--- config.mk ---
export PLATFORM = sky130hd
export DESIGN_NAME = rsc_reset_source_control
export DESIGN_NICKNAME = d
export VERILOG_FILES = /design/src/rtl/rsc_pkg.sv /design/src/rtl/rsc_reset_source_control.sv
export SDC_FILE = /design/constraint.sdc
export NUM_CORES = 1
export LEC_CHECK = 0
export ABC_AREA = 1
export BUFFER_PORTS_ARGS = -buffer_cell sky130_fd_sc_hd__buf_4
export CAP_MARGIN = 30
export CORE_AREA = 2 2 99 101
export CTS_BUF_LIST = sky130_fd_sc_hd__clkbuf_4 sky130_fd_sc_hd__clkbuf_8
export CTS_CLUSTER_SIZE = 12
export DETAILED_ROUTE_END_ITERATION = 6
export DIE_AREA = 0 0 101 103
export HOLD_SLACK_MARGIN = 0.05
export PLACE_DENSITY = 0.77
export SLEW_MARGIN = 20
export SYNTH_ARGS = -nofsm -noshare
export SYNTH_HDL_FRONTEND = slang
export SYNTH_SLANG_ARGS = --single-unit
--- constraint.sdc ---
create_clock -name mclk -period 3 [get_ports mclk]
set_input_delay 0.3 -clock mclk [delete_from_list [all_inputs] [get_ports mclk]]
set_output_delay 0.3 -clock mclk [all_outputs]
set_load 0.1 [all_outputs]
--- src/rtl/rsc_pkg.sv ---
// Constants, register map and timing of the reset source controller.
// Assumes a 200 MHz mclk and a 32-bit APB register port.
package rsc_pkg;

	// ****************************************
	// register offsets (byte addresses)
	// ****************************************
	localparam logic [7:0] RSC_OFS_GUARD = 8'h00;
	localparam logic [7:0] RSC_OFS_CAUSE = 8'h04;
	localparam logic [7:0] RSC_OFS_LEVEL = 8'h08;
	localparam logic [7:0] RSC_OFS_WDCTL = 8'h0C;
	localparam logic [7:0] RSC_OFS_STATUS = 8'h10;

	// ****************************************
	// reset values and codes
	// ****************************************
	localparam logic [7:0] RSC_GUARD_RST = 8'h55;
	localparam logic [7:0] RSC_GUARD_OK0 = 8'h55;
	localparam logic [7:0] RSC_GUARD_OK1 = 8'hAA;
	localparam logic [7:0] RSC_LEVEL_RST = 8'h55;
	localparam logic [7:0] RSC_LEVEL_2V10 = 8'h55;
	localparam logic [7:0] RSC_LEVEL_2V55 = 8'h33;
	localparam logic [7:0] RSC_LEVEL_3V15 = 8'h99;
	localparam logic [7:0] RSC_LEVEL_3V80 = 8'hAA;
	localparam logic [7:0] RSC_WDCTL_RST = 8'h53;
	localparam logic [4:0] RSC_WDKEY_EN = 5'h0A;
	localparam logic [4:0] RSC_WDKEY_DIS = 5'h15;
	localparam logic [3:0] RSC_CAUSE_RST = 4'h0;

	// ****************************************
	// field positions
	// ****************************************
	localparam int RSC_BIT_GUARDF = 3;
	localparam int RSC_BIT_UVF = 2;
	localparam int RSC_BIT_UVCFGF = 1;
	localparam int RSC_BIT_WDCFGF = 0;
	localparam int RSC_BIT_TIMEOUT = 0;
	localparam int RSC_BIT_PWRDOWN = 1;
	localparam int RSC_WDKEY_LSB = 3;

	// ****************************************
	// timing
	// ****************************************
	localparam int RSC_CLK_MHZ = 200;
	localparam int RSC_SOFT_RESET_DELAY_NS = 20000;
	localparam int RSC_UV_FILTER_TIME_NS = 120000;
	localparam int RSC_SOFT_RESET_CYC = (RSC_SOFT_RESET_DELAY_NS * RSC_CLK_MHZ + 999) / 1000;
	localparam int RSC_UV_FILTER_CYC = (RSC_UV_FILTER_TIME_NS * RSC_CLK_MHZ + 999) / 1000;

endpackage

--- src/rtl/rsc_reset_source_control.sv ---
// Reset source controller: guard registers, undervolt filter, watchdog
// time-out handling, cause flags and timeout/powerdown flags.
// Assumes lowSupply comes from an analog comparator (asynchronous) and
// all other inputs except the asynchronous rst are synchronous to mclk.
`timescale 1ns/1ps
`default_nettype none
module rsc_reset_source_control import rsc_pkg::*; #(
	parameter int SOFT_RESET_CYC = RSC_SOFT_RESET_CYC,
	parameter int UV_FILTER_CYC = RSC_UV_FILTER_CYC
) (
	input wire logic mclk,
	input wire logic rst,
	input wire logic psel,
	input wire logic penable,
	input wire logic pwrite,
	input wire logic [7:0] paddr,
	input wire logic [31:0] pwdata,
	output logic [31:0] prdata,
	output logic pready,
	output logic pslverr,
	input wire logic lowSupply,
	input wire logic sleepMode,
	input wire logic wdtTimeout,
	input wire logic haltExec,
	input wire logic clrWdt,
	output logic fullReset,
	output logic pcSpClear,
	output logic portInit,
	output logic undervoltEnable,
	output logic [1:0] undervoltLevelSel,
	output logic wdtEnable,
	output logic [2:0] wdtPeriodSel,
	output logic timeoutFlag,
	output logic powerdownFlag
);

	// both delay counters are 20 bits wide
	if (SOFT_RESET_CYC < 1 || SOFT_RESET_CYC > 1048575) begin : gBadSoftCyc
		$error("SOFT_RESET_CYC out of range");
	end
	if (UV_FILTER_CYC < 1 || UV_FILTER_CYC > 1048575) begin : gBadUvCyc
		$error("UV_FILTER_CYC out of range");
	end

	// ****************************************
	// helpers
	// ****************************************
	function automatic logic [2:0] levelDecode(input logic [7:0] code);
		// bit 2 is valid, bits 1:0 the threshold index
		case (code)
			RSC_LEVEL_2V10: levelDecode = 3'h4;
			RSC_LEVEL_2V55: levelDecode = 3'h5;
			RSC_LEVEL_3V15: levelDecode = 3'h6;
			RSC_LEVEL_3V80: levelDecode = 3'h7;
			default: levelDecode = 3'h0;
		endcase
	endfunction

	function automatic logic isReg(input logic [7:0] addr, input logic [7:0] ofs);
		isReg = (addr == ofs);
	endfunction

	// ****************************************
	// state
	// ****************************************
	logic [7:0] guard_q;
	logic [7:0] level_q;
	logic [7:0] wdctl_q;
	logic [3:0] cause_q;
	logic timeout_q;
	logic pwrdown_q;
	logic lowMeta_q;
	logic lowSync_q;
	logic [19:0] cfgCnt_q;
	logic [19:0] uvCnt_q;
	logic fullReset_q;
	logic pcSpClear_q;
	logic [31:0] prdata_q;

	logic wrAcc;
	logic guardBad;
	logic levelBad;
	logic keyBad;
	logic cfgBad;
	logic cfgFire;
	logic uvFire;
	logic wdtRun;
	logic wdtSleep;
	logic mapped;
	logic [4:0] wdKey;
	logic [2:0] levelInfo;

	assign wrAcc = psel & penable & pwrite;
	assign wdKey = wdctl_q[7:RSC_WDKEY_LSB];
	assign guardBad = (guard_q != RSC_GUARD_OK0) && (guard_q != RSC_GUARD_OK1);
	assign levelInfo = levelDecode(level_q);
	assign levelBad = ~levelInfo[2];
	assign keyBad = (wdKey != RSC_WDKEY_EN) && (wdKey != RSC_WDKEY_DIS);
	assign cfgBad = guardBad | levelBad | keyBad;
	assign cfgFire = cfgBad && (cfgCnt_q == 20'(SOFT_RESET_CYC - 1));
	assign undervoltEnable = ~sleepMode;
	assign uvFire = undervoltEnable && lowSync_q && (uvCnt_q == 20'(UV_FILTER_CYC));
	assign wdtRun = wdtTimeout & ~sleepMode;
	assign wdtSleep = wdtTimeout & sleepMode;

	// ****************************************
	// low supply synchroniser
	// ****************************************
	always_ff @(posedge mclk or posedge rst) begin
		if (rst) begin
			lowMeta_q <= 1'b0;
			lowSync_q <= 1'b0;
		end else begin
			lowMeta_q <= lowSupply;
			lowSync_q <= lowMeta_q;
		end
	end

	// ****************************************
	// delay counters
	// ****************************************
	// the request stays pending until the count completes; a valid code
	// written back before then cancels it
	always_ff @(posedge mclk or posedge rst) begin
		if (rst) begin
			cfgCnt_q <= 20'h00000;
		end else if (!cfgBad || cfgFire) begin
			cfgCnt_q <= 20'h00000;
		end else begin
			cfgCnt_q <= cfgCnt_q + 20'h00001;
		end
	end

	// fires one cycle after the low level has lasted the filter time
	always_ff @(posedge mclk or posedge rst) begin
		if (rst) begin
			uvCnt_q <= 20'h00000;
		end else if (!undervoltEnable || !lowSync_q || uvFire) begin
			uvCnt_q <= 20'h00000;
		end else begin
			uvCnt_q <= uvCnt_q + 20'h00001;
		end
	end

	// ****************************************
	// guard registers
	// ****************************************
	always_ff @(posedge mclk or posedge rst) begin
		if (rst) begin
			guard_q <= RSC_GUARD_RST;
		end else if (cfgFire && guardBad) begin
			guard_q <= RSC_GUARD_RST;
		end else if (wrAcc && isReg(paddr, RSC_OFS_GUARD)) begin
			guard_q <= pwdata[7:0];
		end
	end

	// a genuine undervolt reset does not touch this register
	always_ff @(posedge mclk or posedge rst) begin
		if (rst) begin
			level_q <= RSC_LEVEL_RST;
		end else if (cfgFire && levelBad) begin
			level_q <= RSC_LEVEL_RST;
		end else if (wrAcc && isReg(paddr, RSC_OFS_LEVEL)) begin
			level_q <= pwdata[7:0];
		end
	end

	always_ff @(posedge mclk or posedge rst) begin
		if (rst) begin
			wdctl_q <= RSC_WDCTL_RST;
		end else if (cfgFire && keyBad) begin
			wdctl_q <= RSC_WDCTL_RST;
		end else if (wrAcc && isReg(paddr, RSC_OFS_WDCTL)) begin
			wdctl_q <= pwdata[7:0];
		end
	end

	// ****************************************
	// cause flags
	// ****************************************
	// writing zero clears a bit, writing one leaves it; a hardware set in
	// the same cycle wins over the clear
	always_ff @(posedge mclk or posedge rst) begin
		if (rst) begin
			cause_q <= RSC_CAUSE_RST;
		end else begin
			if (wrAcc && isReg(paddr, RSC_OFS_CAUSE)) begin
				cause_q <= cause_q & pwdata[3:0];
			end
			if (cfgFire && guardBad) begin
				cause_q[RSC_BIT_GUARDF] <= 1'b1;
			end
			if (uvFire) begin
				cause_q[RSC_BIT_UVF] <= 1'b1;
			end
			if (cfgFire && levelBad) begin
				cause_q[RSC_BIT_UVCFGF] <= 1'b1;
			end
			if (cfgFire && keyBad) begin
				cause_q[RSC_BIT_WDCFGF] <= 1'b1;
			end
		end
	end

	// ****************************************
	// timeout and powerdown flags
	// ****************************************
	// power-on clears both; undervolt reset leaves both alone
	always_ff @(posedge mclk or posedge rst) begin
		if (rst) begin
			timeout_q <= 1'b0;
		end else if (wdtTimeout) begin
			timeout_q <= 1'b1;
		end else if (clrWdt) begin
			timeout_q <= 1'b0;
		end
	end

	always_ff @(posedge mclk or posedge rst) begin
		if (rst) begin
			pwrdown_q <= 1'b0;
		end else if (wdtSleep || haltExec) begin
			pwrdown_q <= 1'b1;
		end else if (clrWdt) begin
			pwrdown_q <= 1'b0;
		end
	end

	// ****************************************
	// reset outputs
	// ****************************************
	// high during power-on reset and its release cycle, then a one-cycle
	// pulse per full reset; the rest of the chip reinitialises on it
	always_ff @(posedge mclk or posedge rst) begin
		if (rst) begin
			fullReset_q <= 1'b1;
		end else begin
			fullReset_q <= cfgFire | uvFire | wdtRun;
		end
	end

	always_ff @(posedge mclk or posedge rst) begin
		if (rst) begin
			pcSpClear_q <= 1'b0;
		end else begin
			pcSpClear_q <= wdtSleep;
		end
	end

	// port init only on power-on; other resets restore ports via fullReset
	always_ff @(posedge mclk or posedge rst) begin
		if (rst) begin
			portInit <= 1'b1;
		end else begin
			portInit <= 1'b0;
		end
	end

	assign fullReset = fullReset_q;
	assign pcSpClear = pcSpClear_q;
	assign undervoltLevelSel = levelInfo[1:0];
	assign wdtEnable = (wdKey == RSC_WDKEY_EN);
	assign wdtPeriodSel = wdctl_q[2:0];
	assign timeoutFlag = timeout_q;
	assign powerdownFlag = pwrdown_q;

	// ****************************************
	// APB slave
	// ****************************************
	// zero wait states: read data is captured in the setup cycle
	always_comb begin
		mapped = isReg(paddr, RSC_OFS_GUARD) | isReg(paddr, RSC_OFS_CAUSE)
			| isReg(paddr, RSC_OFS_LEVEL) | isReg(paddr, RSC_OFS_WDCTL)
			| isReg(paddr, RSC_OFS_STATUS);
	end

	always_ff @(posedge mclk or posedge rst) begin
		if (rst) begin
			prdata_q <= 32'h00000000;
		end else if (psel && !penable && !pwrite) begin
			case (paddr)
				RSC_OFS_GUARD: prdata_q <= {24'h000000, guard_q};
				RSC_OFS_CAUSE: prdata_q <= {28'h0000000, cause_q};
				RSC_OFS_LEVEL: prdata_q <= {24'h000000, level_q};
				RSC_OFS_WDCTL: prdata_q <= {24'h000000, wdctl_q};
				RSC_OFS_STATUS: prdata_q <= {30'h0, pwrdown_q, timeout_q};
				default: prdata_q <= 32'h00000000;
			endcase
		end
	end

	assign prdata = prdata_q;
	assign pready = 1'b1;
	assign pslverr = psel & penable & ~mapped;

endmodule
`default_nettype wire

==> impl_results.md, run 1 <==
* Input/output buffers at 46
* Clock period minus worst slack at 1.90 ns
* Antenna violations before repair at 0
* Antenna diode instance count at 0
* Share of synthesized area occupied by flip-flops and latches at 0.421
* Horiz. Die Dim at 101 um
* Weighted congestion reported at the end of routability-driven placement at 0.950
* Critical R2R Launch: uvCnt_q[0]
* Worst setup skew after layout at 0.0104 ns
* Worst setup SP type: flop
* Inserted Clock Buffers at 9
* Placed insts at 832
* GRT Resource Usage Total at 0.224
* TritonCTS sink count at 83
* Final Setup Violations at 0
* Detail-routed net length per standard cell at 12.7 um
* ANT nets after route at 0
* Number of primary I/O pins at 96
* Number of enable flip-flop cells after synthesis at 0
* Synth Area per Inst at 7.29 um2
* Unrepaired setup endpoints after global routing: no
* Total of warnings raised by yosys at 0
* Cells on worst reg2reg path at 9
* Worst setup slack for register-to-register paths at 1.13 ns
* Distinct cell type count after synthesis at 36
* Master cell of the clock root buffer: clkbuf_8
* DPL Wire Length at 8040 um
* Most frequent cell after synthesis: nand2_1
* Mean number of vias per cell at 5.09
* Worst endpoint required time at 2.70 ns
* Final slew viol count at 0
* Highest net fanout along the worst path at 6
* Final sum of negative setup slack at 0 ns
* Insertion delay of the later-clocked pin in the worst-skew pair at 0.36 ns
* Vias in the first global route at 4082
* Slew HR at 0.507
* Flop and latch count out of synthesis at 83
* Classification of the worst setup path: reg2out
* Synth top area share at 0.347
* Data arrival, critical path at 1.60 ns
* Number of nets at the end of the flow at 783
* Top area cells in the synthesized netlist: dfrtp_1 35%, nand2_1 14%, nor2_1 8.5%, dfstp_2 7.4%, inv_1 6.2%
* Initial Utilization at 0.526
* Floorplan die height at 103 um
* Worst-Margin Slew at 0.738 ns
* Floorplan core area at 9460 um2
* Clock tree from TritonCTS: built
* Maximum clock path buffer count at 2
* Start point of the critical path: level_q[0]
* Type of the worst min-delay path: in2async
* Async SR Flop Fraction at 1.00
* Post-Layout Cell Count at 849
* Number of detailed-routing iterations run before antenna repair at 5
* H-tree levels at 3
* Cell area power density at 457 nW/um2
* Terminus of the critical flop-to-flop path: uvCnt_q[18]
* Sum of internal, switching and leakage power at 2.53 mW
* Floorplan die area at 10400 um2
* Highest Clock Rate at 527 MHz
* Most frequently used flop master after synthesis: dfrtp_1
* Sort of element at the end of the critical path: primary output
* Initial detailed-routing violation count at 158
* Final WL at 10800 um
* Vias after detailed routing at 4318
* Syn Inst Count at 682
* Share of layout cells above drive strength 1 at 0.166
* Cell types with the highest counts after synthesis: 182 x nand2_1, 113 x nor2_1, 82 x inv_1
* Netlist Area Pre-Place at 4970 um2
* Number of remaining DRC errors at 0
* Row cnt at 36
* Global route total overflow at 0
* Max-capacitance violation count at 0
* Resized Gates After CTS at 0
* Area added between synthesis and finish at 11.0%
* Fin. Hold Viols at 0
* Post-CTS clock slew at the launch and capture registers of the worst setup and hold paths at 0.09 ns
* Result of the run: finished, final reports clean
* Synth area leader: dfrtp_1
* Post-CTS setup-driven buffer insertion count at 0
* Peak VDD IR at 0.000224 V
* First-pass GRT wire length at 18400 um
* Static Leakage at 2.75 nW
* Final critical-path share of the clock period at 0.632
* Pin count of the biggest net entering global routing at 46
## final cells by class
| type | count | area [um2] |
|---|---|---|
| inverters | 85 | 320 |
| well taps | 114 | 143 |
| multi-input cells | 501 | 2360 |
| clock inverters | 5 | 85.1 |
| fillers | 864 | 3940 |
| clock buffers | 11 | 139 |
| flip-flops and latches | 83 | 2090 |
| repair buffers | 50 | 378 |
## state kept, by name, indices dropped and copies added (netlist names)
| register | cells |
|---|---|
| cause_q | 4 |
| cfgCnt_q | 20 |
| fullReset | 1 |
| guard_q | 8 |
| level_q | 8 |
| lowMeta_q | 1 |
| lowSync_q | 1 |
| pcSpClear | 1 |
| portInit | 1 |
| powerdownFlag | 1 |
| prdata | 8 |
| timeoutFlag | 1 |
| uvCnt_q | 20 |
| wdctl_q | 8 |
## cell usage in the layout (no fill, tap or decap), types with 2 or more instances in the layout
master       n
o21ai_2      4
a21oi_1      7
nand3_2      2
nor3b_1      3
o21ai_1      8
nand2_2      8
xor2_1      14
inv_2        3
nand2_1    182
dfstp_2     14
or2_2        4
dfrtp_1     69
nand3_1     52
nor3_1      13
buf_4       49
xnor2_1      5
nand4_1     13
conb_1      26
nor2_1     113
a21boi_0     2
bufinv_16    2
nor2_4       6
o21ai_0     16
nor2_2      11
inv_1       81
nand3b_1     2
clkbuf_8     9
clkbuf_4     2
ha_1         3
## through the flow
stage	area, um2	hold WS (ns)	utilization	setup slack (ns)
6_report	5520	0.0477	0.584	1.10
5_1_grt	5520	0.104	0.584	0.891
4_1_cts	5520	0.0610	0.584	1.09
3_5_place_dp	5290	0.337	0.559	0.932
3_3_place_gp	5290	0.338	0.559	1.02
2_1_floorplan	5060	0.331	-	0.537
## worst max-delay path: stages (launching register included)
cell and delay (ns):
dfstp_2 0.60, nand2_1 0.07, inv_1 0.05, nand2_1 0.04, nand2_1 0.06, nand2_1 0.06
inv_1 0.08, buf_4 0.29
## routing by layer
layer	wire length, um	GRT usage	vias up
li1	-	-	2162
met5	0	0	-
met4	196	0.0852	0
met3	561	0.0400	18
met2	5410	0.393	120
met1	4620	0.278	2018
## report_power, final
part / total (mW) / internal, mW / switching, mW
Combinational: 0.440 / 0.0802 / 0.360
Sequential: 1.17 / 1.15 / 0.0182
Clock: 0.921 / 0.493 / 0.428
Total: 2.53 / 1.72 / 0.806
## kinds of logic (layout without fill, tap and decap cells)
| kind of cell | Yosys count | count (layout) | synth area share |
|---|---|---|---|
| xor+xnor | 19 | 19 | 0.0335 |
| flops | 83 | 83 | 0.421 |
| buf+inv | 122 | 151 | 0.122 |
| simple gates | 415 | 415 | 0.372 |
| other cells | 2 | 26 | 0.00151 |
| fa+ha+maj | 3 | 3 | 0.00755 |
| compound gates | 38 | 38 | 0.0428 |
## worst max path at each step
stage	endpoint	slack (ns)	depth (start not counted)
after floorplan	pslverr	0.54	8
after global placement	wdctl_q[2]	1.02	9
after detailed placement	wdctl_q[2]	0.93	9
after CTS	undervoltLevelSel[1]	1.09	7
after global routing	uvCnt_q[14]	0.89	9
final	undervoltLevelSel[1]	1.10	7
## timing repair
action / 4_1_cts / 5_1_grt
endpoints found under the setup margin: 0 / 0
endpoints found under the hold margin: 1 / 0
hold buffers: 1 / 0
No activity file was read; power rests on OpenSTA's default activity.
==> inputs of run 2 (changes only) <==
--- a/config.mk
+++ b/config.mk
@@ -8,13 +8,13 @@
 export ABC_AREA = 1
 export BUFFER_PORTS_ARGS = -buffer_cell sky130_fd_sc_hd__buf_4
 export CAP_MARGIN = 30
-export CORE_AREA = 2 2 99 101
+export CORE_AREA = 2 2 101 103
 export CTS_BUF_LIST = sky130_fd_sc_hd__clkbuf_4 sky130_fd_sc_hd__clkbuf_8
 export CTS_CLUSTER_SIZE = 12
 export DETAILED_ROUTE_END_ITERATION = 6
-export DIE_AREA = 0 0 101 103
+export DIE_AREA = 0 0 103 105
 export HOLD_SLACK_MARGIN = 0.05
-export PLACE_DENSITY = 0.77
+export PLACE_DENSITY = 0.78
 export SLEW_MARGIN = 20
 export SYNTH_ARGS = -nofsm -noshare
 export SYNTH_HDL_FRONTEND = slang
==> constraint.sdc (replaced) <==
create_clock -name mclk -period 1.5 [get_ports mclk]
set_input_delay 0.15 -clock mclk [delete_from_list [all_inputs] [get_ports mclk]]
set_output_delay 0.15 -clock mclk [all_outputs]
set_load 0.1 [all_outputs]
==> run 2 against run 1 <==
The run now ends with setup timing left. Combinational power grew to 2.5 times the previous value. Critical path depth shrank 1. Die area grew 4.0%. Sequential cell count is the same. Total power grew 100%.
==> impl_results.md, run 2 (synthesis results as in run 1) <==
* Unrepaired setup endpoints after global routing: yes
* Number of nets at the end of the flow at 836
* Final Setup Violations at 48
* Sort of element at the end of the critical path: primary output
* Post-Layout Cell Count at 921
* Floorplan die area at 10800 um2
* Hold WS at 0.0488 ns
* Vias in the first global route at 4489
* Pin count of the biggest net entering global routing at 37
* Worst endpoint required time at 1.35 ns
* Initial Utilization at 0.516
* DPL Wire Length at 8620 um
* Vias after detailed routing at 4793
* Maximum cell stage delay along the critical path at 0.55 ns
* Leading registers by flop count: cfgCnt_q x20, uvCnt_q x20
* Final critical-path share of the clock period at 1.16
* Fill cell count at 796
* Clock tree from TritonCTS: built
* Floorplan core area at 9640 um2
* Final WL at 12900 um
* Maximum clock path buffer count at 2
* Weighted congestion reported at the end of routability-driven placement at 0.919
* Highest-delay cell along the critical path: dfstp_2
* Area added between synthesis and finish at 29.0%
* Antenna violations before repair at 0
* Data arrival, critical path at 1.59 ns
* Post-CTS clock slew at the launch and capture registers of the worst setup and hold paths at 0.09 ns
* Number of primary I/O pins at 96
* Highest Clock Rate at 573 MHz
* Number of detailed-routing iterations run before antenna repair at 7
* Result of the run: finished with violations
* Combined area of the multi-input logic cells at 2750 um2
* Max-capacitance violation count at 0
* Area post-placement at 5600 um2
* Top library cells by usage in the layout, fill and taps aside: 164 x nand2_1, 90 x nor2_1, 82 x buf_4
* Initial detailed-routing violation count at 310
* Fin. Hold Viols at 0
* Most common cell after layout, fill and taps aside: nand2_1
* Sum of internal, switching and leakage power at 5.18 mW
* Global route total overflow at 0
* GRT Resource Usage Total at 0.227
* Crit path cell chain: inv_2 -> nor2_2 -> nand4_1 -> buf_4 -> inv_4 -> buf_12
* Insertion delay of the later-clocked pin in the worst-skew pair at 0.36 ns
* Floorplan die height at 105 um
* CP delay by family, top: flip-flops
* Type of the worst min-delay path: in2reg
* Placed insts at 881
* Horiz. Die Dim at 103 um
* Mean number of vias per cell at 5.20
* Failing checks: setup timing
* Worst setup skew after layout at 0.0163 ns
* H-tree levels at 3
* Row cnt at 36
* Master cell of the clock root buffer: clkbuf_8
* Antenna diode instance count at 0
* Detail-routed net length per standard cell at 14.1 um
* Clock period minus worst slack at 1.74 ns
* Crit path buf inv count at 4
* Final setup slack of the worst path at -0.244 ns
* Worst Setup Slack post-DPL at -0.0545 ns
* Inserted Clock Buffers at 9
* Highest net fanout along the worst path at 2
* Worst setup SP type: flop
* Area occupied by registers at 2090 um2
* ANT nets after route at 0
* TritonCTS sink count at 83
* Share of layout cells above drive strength 1 at 0.301
* Classification of the worst setup path: reg2out
* Static Leakage at 3.13 nW
* Number of remaining DRC errors at 0
* Final slew viol count at 0
* First-pass GRT wire length at 19800 um
* Finished Cell Area at 6420 um2
* Input/output buffers at 46
* Peak VDD IR at 0.000564 V
* Cell area power density at 807 nW/um2
[run 2: cell count changes in the layout (fill, tap and decap cells not counted), sizes merged, moves of 2 or more]
cell,change
buf,+43
inv,+2
dlygate4sd3,+8
clkbuf,-2
[run 2: area by class of cell]
| type | count | share of cell area |
|---|---|---|
| well taps | 133 | 0.0259 |
| flip-flops and latches | 83 | 0.326 |
| repair buffers | 101 | 0.136 |
| clock inverters | 7 | 0.0127 |
| inverters | 85 | 0.0513 |
| clock buffers | 9 | 0.0193 |
| multi-input cells | 503 | 0.429 |
[run 2: worst register-to-register path, stage by stage, from the launching register on]
cell	delay [ns]
dfstp_2	0.55
inv_2	0.04
nor2_2	0.08
nand4_1	0.16
nand2_1	0.24
inv_1	0.11
nand3_4	0.17
nand2_1	0.07
nor2_1	0.13
[run 2: report_power, final]
group,switching (mW),leakage (nW),total (mW),internal (mW)
Sequential,0.0435,1.08,2.34,2.29
Clock,0.921,0.107,1.72,0.800
Combinational,0.828,1.95,1.12,0.290
Total,1.79,3.13,5.18,3.38
[run 2: worst paths after layout]
check / startpoint / to / slack (ns) / cells after the start
worst min register to register: lowMeta_q / lowSync_q / 0.36 / 0
worst max-delay path: wdctl_q[6] / wdtEnable / -0.24 / 6
worst min-delay path: pwdata[6] / wdctl_q[6] / 0.05 / 3
worst max register to register: wdctl_q[6] / wdctl_q[7] / -0.14 / 8
min in group asynchronous: rst / uvCnt_q[0] / 0.27 / 3
max in group asynchronous: rst / level_q[0] / 0.71 / 4
[run 2: what timing repair did]
item / 4_1_cts / 5_1_grt
cloned: 0 / 2
setup endpoints to repair: 35 / 70
pin swaps: 6 / 30
hold buffers: 9 / 0
endpoints found under the hold margin: 77 / 0
buffers inserted: 4 / 9
resized for setup: 21 / 85
[run 2: metal layers]
metal	up-vias	wire, um	global-route usage
met4	0	317	0.0742
met5	-	0	0
met3	37	680	0.0388
met1	2286	5030	0.270
met2	196	6910	0.408
li1	2274	-	-
[run 2: through the flow]
step / utilization / setup TNS, ns
2_1_floorplan: - / -1.01
5_1_grt: 0.666 / -6.09
4_1_cts: 0.623 / -0.539
3_3_place_gp: 0.581 / -0.122
6_report: 0.666 / -2.58
3_5_place_dp: 0.581 / -0.556
